<file path="src/slpm_pkg.sv">
package slpm_pkg;
	// ==========================================
	// register offsets
	localparam logic [7:0] SLPM_OFF_UP_SPLIT = 8'h88;
	localparam logic [7:0] SLPM_OFF_DN_SPLIT = 8'h8c;
	localparam logic [7:0] SLPM_OFF_PM_CAP = 8'h90;
	localparam logic [7:0] SLPM_OFF_PRI_STAT = 8'h84;
	// ==========================================
	// field positions
	localparam int SLPM_LIMIT_LSB = 16;
	localparam int SLPM_DELAYED_BIT = 21;
	// ==========================================
	// reset and constant values
	localparam logic [15:0] SLPM_LIMIT_RST = 16'h0020;
	localparam logic [15:0] SLPM_CAPACITY = 16'h0020;
	localparam logic [15:0] SLPM_LIMIT_ALL = 16'hffff;
	localparam logic [15:0] SLPM_LIMIT_FREE = 16'h0100;
	localparam logic [7:0] SLPM_PM_ID = 8'h01;
	localparam logic [7:0] SLPM_NEXT_PTR = 8'h00;
	localparam logic [4:0] SLPM_WAKE_PIN = 5'h00;
	localparam logic [1:0] SLPM_D2_D1 = 2'h0;
	localparam logic [2:0] SLPM_AUX_CUR = 3'h0;
	localparam logic [0:0] SLPM_DSI = 1'h0;
	localparam logic [1:0] SLPM_RSV_CLK = 2'h0;
	localparam logic [2:0] SLPM_VERSION = 3'h2;
	// ==========================================
	// forwarding request widths
	localparam int SLPM_SIZE_W = 16;
endpackage

</file>
<file path="src/slpm_dir_if.sv">
`timescale 1ns/1ps
interface slpm_dir_if;
	import slpm_pkg::*;
	logic [15:0] limit;
	logic [SLPM_SIZE_W-1:0] outstanding;
	logic [SLPM_SIZE_W-1:0] req_size;
	logic req_valid;
	logic allow;
	logic held;
	modport gate (input limit, input outstanding, input req_size,
		input req_valid, output allow, output held);
	modport user (output limit, output outstanding, output req_size,
		output req_valid, input allow, input held);
endinterface

</file>
<file path="src/slpm_split_gate.sv">
`timescale 1ns/1ps
module slpm_split_gate
	import slpm_pkg::*;
(
	slpm_dir_if.gate d
);
	// ==========================================
	// forward decision
	wire [16:0] need;
	wire unlimited;
	wire fits;
	assign need = {1'b0, d.outstanding} + {1'b0, d.req_size};
	// large limits bypass the space check entirely
	assign unlimited = (d.limit == SLPM_LIMIT_ALL) ||
		(d.limit >= SLPM_LIMIT_FREE);
	assign fits = need <= {1'b0, d.limit};
	assign d.allow = d.req_valid && (unlimited || fits);
	assign d.held = d.req_valid && !(unlimited || fits);
endmodule

</file>
<file path="src/slpm_regs.sv">
`timescale 1ns/1ps
module slpm_regs
	import slpm_pkg::*;
(
	input wire logic mclk,
	input wire logic rstn,
	input wire logic cfg_wr,
	input wire logic cfg_rd,
	input wire logic [7:0] cfg_addr,
	input wire logic [31:0] cfg_wdata,
	input wire logic [3:0] cfg_be,
	output logic [31:0] cfg_rdata,
	input wire logic up_req_valid,
	input wire logic [SLPM_SIZE_W-1:0] up_req_size,
	input wire logic [SLPM_SIZE_W-1:0] up_outstanding,
	output logic up_allow,
	input wire logic dn_req_valid,
	input wire logic [SLPM_SIZE_W-1:0] dn_req_size,
	input wire logic [SLPM_SIZE_W-1:0] dn_outstanding,
	output logic dn_allow,
	output logic split_delayed
);
	import slpm_pkg::*;

	// ==========================================
	// address decode
	wire hit_up;
	wire hit_dn;
	wire hit_pm;
	wire hit_st;
	assign hit_up = cfg_addr == SLPM_OFF_UP_SPLIT;
	assign hit_dn = cfg_addr == SLPM_OFF_DN_SPLIT;
	assign hit_pm = cfg_addr == SLPM_OFF_PM_CAP;
	assign hit_st = cfg_addr == SLPM_OFF_PRI_STAT;

	// ==========================================
	// limit registers
	logic [15:0] up_limit_r;
	logic [15:0] up_limit_nxt;
	logic [15:0] dn_limit_r;
	logic [15:0] dn_limit_nxt;
	wire [15:0] wr_hi;
	assign wr_hi = cfg_wdata[31:16];

	// byte lanes 3:2 carry the limit; lanes 1:0 hit constants only
	assign up_limit_nxt = {
		(cfg_wr && hit_up && cfg_be[3]) ? wr_hi[15:8] : up_limit_r[15:8],
		(cfg_wr && hit_up && cfg_be[2]) ? wr_hi[7:0] : up_limit_r[7:0]};
	assign dn_limit_nxt = {
		(cfg_wr && hit_dn && cfg_be[3]) ? wr_hi[15:8] : dn_limit_r[15:8],
		(cfg_wr && hit_dn && cfg_be[2]) ? wr_hi[7:0] : dn_limit_r[7:0]};

	always_ff @(posedge mclk or negedge rstn) begin
		if (!rstn) begin
			up_limit_r <= SLPM_LIMIT_RST;
			dn_limit_r <= SLPM_LIMIT_RST;
		end else begin
			up_limit_r <= up_limit_nxt;
			dn_limit_r <= dn_limit_nxt;
		end
	end

	// ==========================================
	// forwarding gates
	slpm_dir_if up_if ();
	slpm_dir_if dn_if ();
	assign up_if.limit = up_limit_r;
	assign up_if.outstanding = up_outstanding;
	assign up_if.req_size = up_req_size;
	assign up_if.req_valid = up_req_valid;
	assign dn_if.limit = dn_limit_r;
	assign dn_if.outstanding = dn_outstanding;
	assign dn_if.req_size = dn_req_size;
	assign dn_if.req_valid = dn_req_valid;

	slpm_split_gate u_up_gate (
		.d (up_if.gate)
	);
	slpm_split_gate u_dn_gate (
		.d (dn_if.gate)
	);
	assign up_allow = up_if.allow;
	assign dn_allow = dn_if.allow;

	// ==========================================
	// delayed flag, write one to clear; a new hold wins over the clear
	logic delayed_r;
	logic delayed_nxt;
	wire st_clr;
	assign st_clr = cfg_wr && hit_st && cfg_be[2] &&
		cfg_wdata[SLPM_DELAYED_BIT];
	assign delayed_nxt = up_if.held ? 1'b1 :
		(st_clr ? 1'b0 : delayed_r);

	always_ff @(posedge mclk or negedge rstn) begin
		if (!rstn) begin
			delayed_r <= 1'b0;
		end else begin
			delayed_r <= delayed_nxt;
		end
	end
	assign split_delayed = delayed_r;

	// ==========================================
	// read data
	wire [31:0] pm_word;
	wire [31:0] rd_mux;
	assign pm_word = {SLPM_WAKE_PIN, SLPM_D2_D1, SLPM_AUX_CUR, SLPM_DSI,
		SLPM_RSV_CLK, SLPM_VERSION, SLPM_NEXT_PTR, SLPM_PM_ID};
	// capacity half is constant
	assign rd_mux = hit_up ? {up_limit_r, SLPM_CAPACITY} :
		hit_dn ? {dn_limit_r, SLPM_CAPACITY} :
		hit_pm ? pm_word :
		hit_st ? ({31'h0000_0000, delayed_r} << SLPM_DELAYED_BIT) :
		32'h0000_0000;

	// unmapped offsets read zero
	always_ff @(posedge mclk or negedge rstn) begin
		if (!rstn) begin
			cfg_rdata <= 32'h0000_0000;
		end else if (cfg_rd) begin
			cfg_rdata <= rd_mux;
		end
	end
endmodule

</file>
<file path="config.mk">
export PLATFORM = sky130hd
export DESIGN_NAME = slpm_regs
export DESIGN_NICKNAME = d
export VERILOG_FILES = /design/src/slpm_pkg.sv /design/src/slpm_dir_if.sv /design/src/slpm_split_gate.sv /design/src/slpm_regs.sv
export SDC_FILE = /design/constraint.sdc
export NUM_CORES = 1
export LEC_CHECK = 0
export ABC_AREA = 1
export BUFFER_PORTS_ARGS = -buffer_cell sky130_fd_sc_hd__buf_2
export CAP_MARGIN = 20
export CORE_MARGIN = 2
export CORE_UTILIZATION = 50
export CTS_CLUSTER_SIZE = 40
export DETAILED_ROUTE_END_ITERATION = 7
export PLACE_DENSITY = 0.79
export REMOVE_ABC_BUFFERS = 1
export SYNTH_ARGS = -nofsm -noshare
export SYNTH_HDL_FRONTEND = slang
export SYNTH_SLANG_ARGS = --single-unit
</file>
<file path="constraint.sdc">
create_clock -name mclk -period 4.4 [get_ports mclk]
set_input_delay 0.88 -clock mclk [delete_from_list [all_inputs] [get_ports mclk]]
set_output_delay 0.88 -clock mclk [all_outputs]
set_load 0.005 [all_outputs]
</file>
==> flow_summary.json, run 1 <==
{
  "die_width_um": 101,
  "p_per_area_nw_per_um2": 249,
  "ys.warnings.count": 0,
  "final_area_um2": 6070,
  "vdd_drop_max_mv": 0.150,
  "clock_sinks": 51,
  "async_reset_ff_share_pct": 100,
  "path_cells": "buf_6 > ha_4 > inv_2 > fa_2 > nand3b_1 > nand2_1 > nand2_1 > nand2_2 > a21oi_4 > o21ai_2 > a31oi_2 > xnor2_1 > ha_1 > nand2_2 > inv_2 > nand4_1 > nor2_1 > nor2_1 > nand3_1 > nand3_2 > nand2_1 > inv_1 > buf_2",
  "synth_compound_area_share_pct": 14.1,
  "tritoncts": "built",
  "worstSetupEndpointType": "output pin",
  "first_global_vias": 4418,
  "synthFlopType": "dfrtp_1",
  "root_buffer": "clkbuf_8",
  "wl_per_cell_um": 13.0,
  "ctsHoldBuffers": 0,
  "cp_num_buf_inv": 5,
  "ys_types": 38,
  "routed_via_density": 5.23,
  "layout-drive-gt1-share_pct": 29.1,
  "nets": 980,
  "rows": 35,
  "status": "finished, violations left",
  "setup_viol": 2,
  "syn-instance-count": 646,
  "clockBufferDepth": 2,
  "required_ns": 3.52,
  "path_depth": 23,
  "violations": "negative setup slack",
  "hold_slack_ns": 0.486,
  "seq_area_frac_synth_pct": 27.2,
  "synth_mux_area_share_pct": 0,
  "place_area_um2": 5540,
  "worst_setup_path_start_kind": "input port",
  "hold_class": "input port to async pin",
  "hold_viol_final": 0,
  "finalWorstPathRequiredPeriod_ns": 4.46,
  "finalCritPeriodShare_pct": 101,
  "synth_top_family_by_area": "simple AND/OR/NAND/NOR gates",
  "clk_pin_slew_ns": 0.10,
  "fillers": 792,
  "synth-simple-area-share_pct": 24.2,
  "worst_r2r_path_depth": 10,
  "firstDrtPassIters": 4,
  "rsz0062_at_grt": "true",
  "setup-tns-final_ns": -0.0986,
  "gp_congestion": 0.902,
  "clk_latency_ns": 0.30,
  "start_util_pct": 51.2,
  "maxSlewViolCount": 0,
  "htreeDepth": 2,
  "worst_slack_ns": -0.0620,
  "diodes": 0,
  "drc": 0,
  "cts_buffers": 5,
  "finClkSkew_ns": 0.00708,
  "area_growth_pct": 28.9,
  "max_freq_mhz": 224,
  "synth-xor-area-share_pct": 5.21,
  "drv_cap": 0,
  "die_area_um2": 10200,
  "dp_hpwl_um": 9090,
  "leakage_nw": 3.09,
  "antenna_found_initial": 0,
  "design.core.area_um2": 9200,
  "slew_headroom_pct": 38.9,
  "crit_path_start": "dn_outstanding[0]",
  "critPathArrivalTime_ns": 3.58,
  "final_core_util_pct": 66.0,
  "worstSetupPathType": "input port to output pin",
  "critPathMaxStageDelay_ns": 0.36,
  "ys_ff_latch": 51,
  "worst_pin_slew_ns": 0.914,
  "die_h_um": 101,
  "r2r-start": "up_if.limit[5]",
  "wl_um": 11900,
  "num_io_pins": 149,
  "io_buffers": 116,
  "netlist_area_um2": 4710,
  "grt_usage_pct": 22.2,
  "synth_fa_ha_area_share_pct": 17.9,
  "ant_nets": 0,
  "initialDrtViolationCount": 229,
  "grt-ovfl-total": 0,
  "grt_pass1_wl_um": 18600,
  "syn_avg_cell_area_um2": 7.28,
  "crit_path_top_delay_cell": "ha_1",
  "synth_edf_count": 0,
  "num_vias": 4774,
  "crit_top_cell": "nand2_1",
  "grt_max_degree": 52,
  "cp_top_family": "simple AND/OR/NAND/NOR gates",
  "critical_path.max_fanout": 3
}
==> state kept, by name, indices dropped and copies added, names as in the netlist <==
register,flops
cfg_rdata,18
dn_if.limit,16
split_delayed,1
up_if.limit,16
==> synth_stat cells (2+ instances only) <==
| cell type | count | area [um^2] |
|---|---|---|
| o2111ai_1 | 4 | 35.0 |
| nor2_1 | 44 | 165 |
| buf_4 | 15 | 113 |
| xnor2_1 | 14 | 123 |
| ha_1 | 64 | 801 |
| xor2_1 | 14 | 123 |
| nand3b_1 | 3 | 22.5 |
| dfstp_2 | 2 | 52.6 |
| a31oi_1 | 19 | 119 |
| a211oi_1 | 4 | 30.0 |
| nand4_1 | 18 | 113 |
| dfrtp_1 | 49 | 1230 |
| fa_1 | 2 | 40.0 |
| inv_1 | 99 | 372 |
| clkbuf_1 | 3 | 11.3 |
| nand2_1 | 167 | 627 |
| buf_6 | 2 | 22.5 |
| o21ai_0 | 31 | 155 |
| buf_2 | 3 | 15.0 |
| nor4_1 | 3 | 18.8 |
| o21ai_2 | 10 | 87.6 |
| nand3_1 | 19 | 95.1 |
| a21o_1 | 2 | 15.0 |
| a21oi_1 | 37 | 185 |
| nor3_1 | 5 | 25.0 |
==> layout by cell type (no fill, tap or decap), types with 4 or more instances in the layout <==
cell type  count
a21oi_1       27
nand2_1      157
inv_2          5
xor2_1        12
buf_6          6
o21ai_0       29
o21ai_2       10
nand2_2        9
ha_1          55
a31oi_1       16
dfrtp_1       49
ha_4           6
xnor2_1       12
a21oi_2        8
conb_1        14
inv_1         95
nand4_1       18
nand3_1       17
clkbuf_8       5
buf_4         37
nor3_1         5
buf_2        112
nor2_1        43
o2111ai_1      4
==> stage by stage <==
| step | setup slack, ns | total power, W | cells |
|---|---|---|---|
| 6_report | -0.0620 | 0.00151 | 912 |
| 5_1_grt | -0.292 | 0.00163 | 912 |
| 4_1_cts | -0.0781 | 0.00142 | 906 |
| 3_5_place_dp | -0.294 | 0.00111 | 893 |
| 3_3_place_gp | -0.214 | 0.00109 | 893 |
| 2_1_floorplan | 0.156 | 0.000886 | 636 |
==> area by class of cell <==
class                           count  area, um^2  area share (%)
Timing Repair Buffer              157         941            15.5
Tap cell                          111         139            2.29
Clock inverter                      3        28.8           0.474
Clock buffer                        5        68.8            1.13
Inverter                          100         375            6.19
Sequential cell                    51        1280            21.1
Multi-Input combinational cell    485        3240            53.3
==> worst reg2reg max path, cell delays in order (launching register included) <==
cell	delay, ns
dfstp_2	0.55
inv_1	0.06
ha_1	0.29
nand2_1	0.06
nor2_1	0.16
inv_1	0.09
nor3_1	0.19
nand4_1	0.12
nand3_1	0.08
nand4_1	0.12
nand2_1	0.09
==> what timing repair did <==
item                       4_1_cts  5_1_grt
gates resized for setup         21       50
buffers inserted                 5        6
setup endpoints to repair        2        2
pin swaps                       23       43
==> kinds of logic (layout without fill, tap and decap cells) <==
| family | Yosys count | after routing |
|---|---|---|
| AOI/OAI and AO/OA | 112 | 112 |
| xor gates and xnor gates | 28 | 28 |
| adders and majority gates | 66 | 66 |
| buffers and inverters | 123 | 265 |
| DFF | 51 | 51 |
| other | 1 | 14 |
| and+or+nand+nor | 265 | 265 |
==> path summary, 6_finish.rpt <==
path	end	slack (ns)
max	dn_allow	-0.06
min	cfg_rdata[21]	0.49
max reg2reg	split_delayed	2.53
min reg2reg	cfg_rdata[0]	0.50
max in group asynchronous	up_if.limit[5]	3.34
min in group mclk	cfg_rdata[0]	0.50
==> power by group <==
part,switching (W),internal [W]
Sequential,0.0000125,0.000486
Clock,0.000164,0.000118
Combinational,0.000384,0.000344
==> metal layers <==
metal  GRT usage [%]  wire (um)  vias up
met4            6.86        204        0
met5               0          0        -
li1                -          -     2406
met3            1.60        634       21
met1            27.3       5020     2185
met2            41.2       6010      162
Power figures use the tool's default switching activity.
==> run 2, diff against run 1 <==
- HOLD_SLACK_MARGIN: default -> 0.08
- PLACE_DENSITY: 0.79 -> 0.87
- REMOVE_ABC_BUFFERS: 1 -> default
==> run 2 against run 1 <==
The run still ends with negative setup slack left. Utilization decreased by 0.94 points. Register-to-register slack got worse by 0.38 ns. Design area decreased by 1.4%. Flip-flop and latch count unchanged. Via count decreased by 0.10%. Cell count increased by 0.88%. Worst hold slack got worse by 0.038 ns. Non-clock buffer count increased by 9. Setup slack improved by 0.058 ns. Sequential share of layout area increased by 0.30 points. Die area unchanged.
==> flow_summary.json, run 2 (same netlist as run 1, synthesis figures left out) <==
{
  "status": "finished, violations left",
  "violations": "negative setup slack",
  "largest_register_ffs": 18,
  "final_core_util_pct": 65.0,
  "rows": 35,
  "rsz0062_at_grt": "true",
  "clk_pin_slew_ns": 0.09,
  "cts_buffers": 5,
  "initialDrtViolationCount": 201,
  "cp_num_buf_inv": 5,
  "num_io_pins": 149,
  "grt-ovfl-total": 0,
  "ant_nets": 0,
  "critPathMaxStageDelay_ns": 0.33,
  "hold_class": "input port to async pin",
  "firstDrtPassIters": 5,
  "maxSlewViolCount": 0,
  "critical_path.max_fanout": 3,
  "grt_max_degree": 52,
  "p_per_area_nw_per_um2": 252,
  "die_width_um": 101,
  "drv_cap": 0,
  "design.core.area_um2": 9200,
  "dp_hpwl_um": 8990,
  "finalWorstPathRequiredPeriod_ns": 4.40,
  "cp_top_family": "simple AND/OR/NAND/NOR gates",
  "start_util_pct": 51.2,
  "regMostFlops": "cfg_rdata",
  "max_freq_mhz": 227,
  "die_area_um2": 10200,
  "worst_r2r_path_depth": 16,
  "layout_commonest_cell": "nand2_1",
  "htreeDepth": 2,
  "hold_viol_final": 0,
  "first_global_vias": 4392,
  "grt_pass1_wl_um": 18500,
  "gp_congestion": 0.889,
  "die_h_um": 101,
  "crit_path_top_delay_cell": "ha_1",
  "area_growth_pct": 27.1,
  "antenna_found_initial": 1,
  "hold_slack_ns": 0.449,
  "tritoncts": "built",
  "crit_top_cell": "nand2_1",
  "slew_headroom_pct": 47.5,
  "diodes": 0,
  "num_vias": 4769,
  "vdd_drop_max_mv": 0.133,
  "path_depth": 25,
  "layout-drive-gt1-share_pct": 27.4,
  "finalCritPeriodShare_pct": 100,
  "worstSetupPathType": "input port to output pin",
  "clk_latency_ns": 0.30,
  "finClkSkew_ns": 0.00725,
  "required_ns": 3.52,
  "clock_sinks": 51,
  "nets": 989,
  "wl_per_cell_um": 12.3,
  "final_cell_mix": "162 x nand2_1, 112 x buf_2, 95 x inv_1",
  "leakage_nw": 3.12,
  "ctsHoldBuffers": 0,
  "routed_via_density": 5.18,
  "fillers": 795,
  "clockBufferDepth": 2,
  "place_area_um2": 5580,
  "final_area_um2": 5980,
  "worst_slack_ns": -0.00379,
  "worstSetupEndpointType": "output pin",
  "drc": 0,
  "root_buffer": "clkbuf_8",
  "io_buffers": 116,
  "setup_viol": 1,
  "wl_um": 11300,
  "dp_slack_ns": -0.238,
  "worst_pin_slew_ns": 0.785,
  "grt_usage_pct": 22.1,
  "worst_setup_path_start_kind": "input port",
  "critPathArrivalTime_ns": 3.52,
  "finalPower_w": 0.00151
}
## run 2: cell types whose count changed in the layout (fill, tap and decap cells not counted), moves of 2 or more
cell      change
nand2_1       +5
clkinv_4      -2
xor2_1        +2
ha_2          -3
a21oi_1       +2
a31oi_1       +2
ha_4          -3
a21oi_4       -2
nand2_2       -4
ha_1          +6
buf_6         -2
buf_4        +11
## run 2: metal layers
layer	vias up	share of wire (%)	track usage (%)	routed length (um)
met5	-	0	0	0
met1	2161	44	27.5	4960
met4	0	2.0	7.07	230
met2	151	48	39.3	5370
met3	21	6.4	3.26	721
li1	2436	-	-	-
## run 2: final cells by class
type / instances / area (um^2) / area share (%)
multi-input cells: 485 / 3080 / 51.6
flip-flops and latches: 51 / 1280 / 21.4
repair buffers: 166 / 1000 / 16.7
inverters: 100 / 375 / 6.28
well taps: 111 / 139 / 2.32
clock buffers: 6 / 72.6 / 1.21
clock inverters: 1 / 30.0 / 0.502
## run 2: repair_timing
action	in CTS	in global routing
setup buffers	11	3
pin swaps	19	16
setup endpoints to repair	2	2
resized for setup	17	26
## run 2: final timing paths
path	slack [ns]	to	start
max reg2reg	2.15	split_delayed	up_if.limit[10]
min	0.45	up_if.limit[0]	rstn
min in group mclk	0.50	cfg_rdata[0]	cfg_rdata[0]
max in group asynchronous	3.45	dn_if.limit[12]	rstn
max	-0.004	up_allow	up_outstanding[0]
min reg2reg	0.50	cfg_rdata[0]	cfg_rdata[0]
## run 2: metrics by stage
stage,setup TNS [ns],std cells
after CTS,-0.0558,916
final,-0.00379,920
after floorplan,0,659
after global placement,-0.364,899
after global routing,-0.443,920
after detailed placement,-0.442,899
## run 2: report_power, final
group	internal [W]	leakage, nW	total [W]	switching, W
sequential	0.000486	0.675	0.000498	0.0000118
clock	0.000167	0.0513	0.000311	0.000144
combinational	0.000339	2.39	0.000698	0.000359
## run 2: worst register-to-register path, cell delays in order, from the launching register on
cell	delay [ns]
dfrtp_1	0.39
inv_1	0.07
ha_1	0.30
a21oi_1	0.08
nor2_1	0.14
a211oi_2	0.06
buf_4	0.13
buf_4	0.12
buf_4	0.12
buf_4	0.12
buf_4	0.12
buf_4	0.12
nor2_1	0.10
nor2_1	0.05
nand3_1	0.07
nand4_1	0.13
nand2_1	0.09
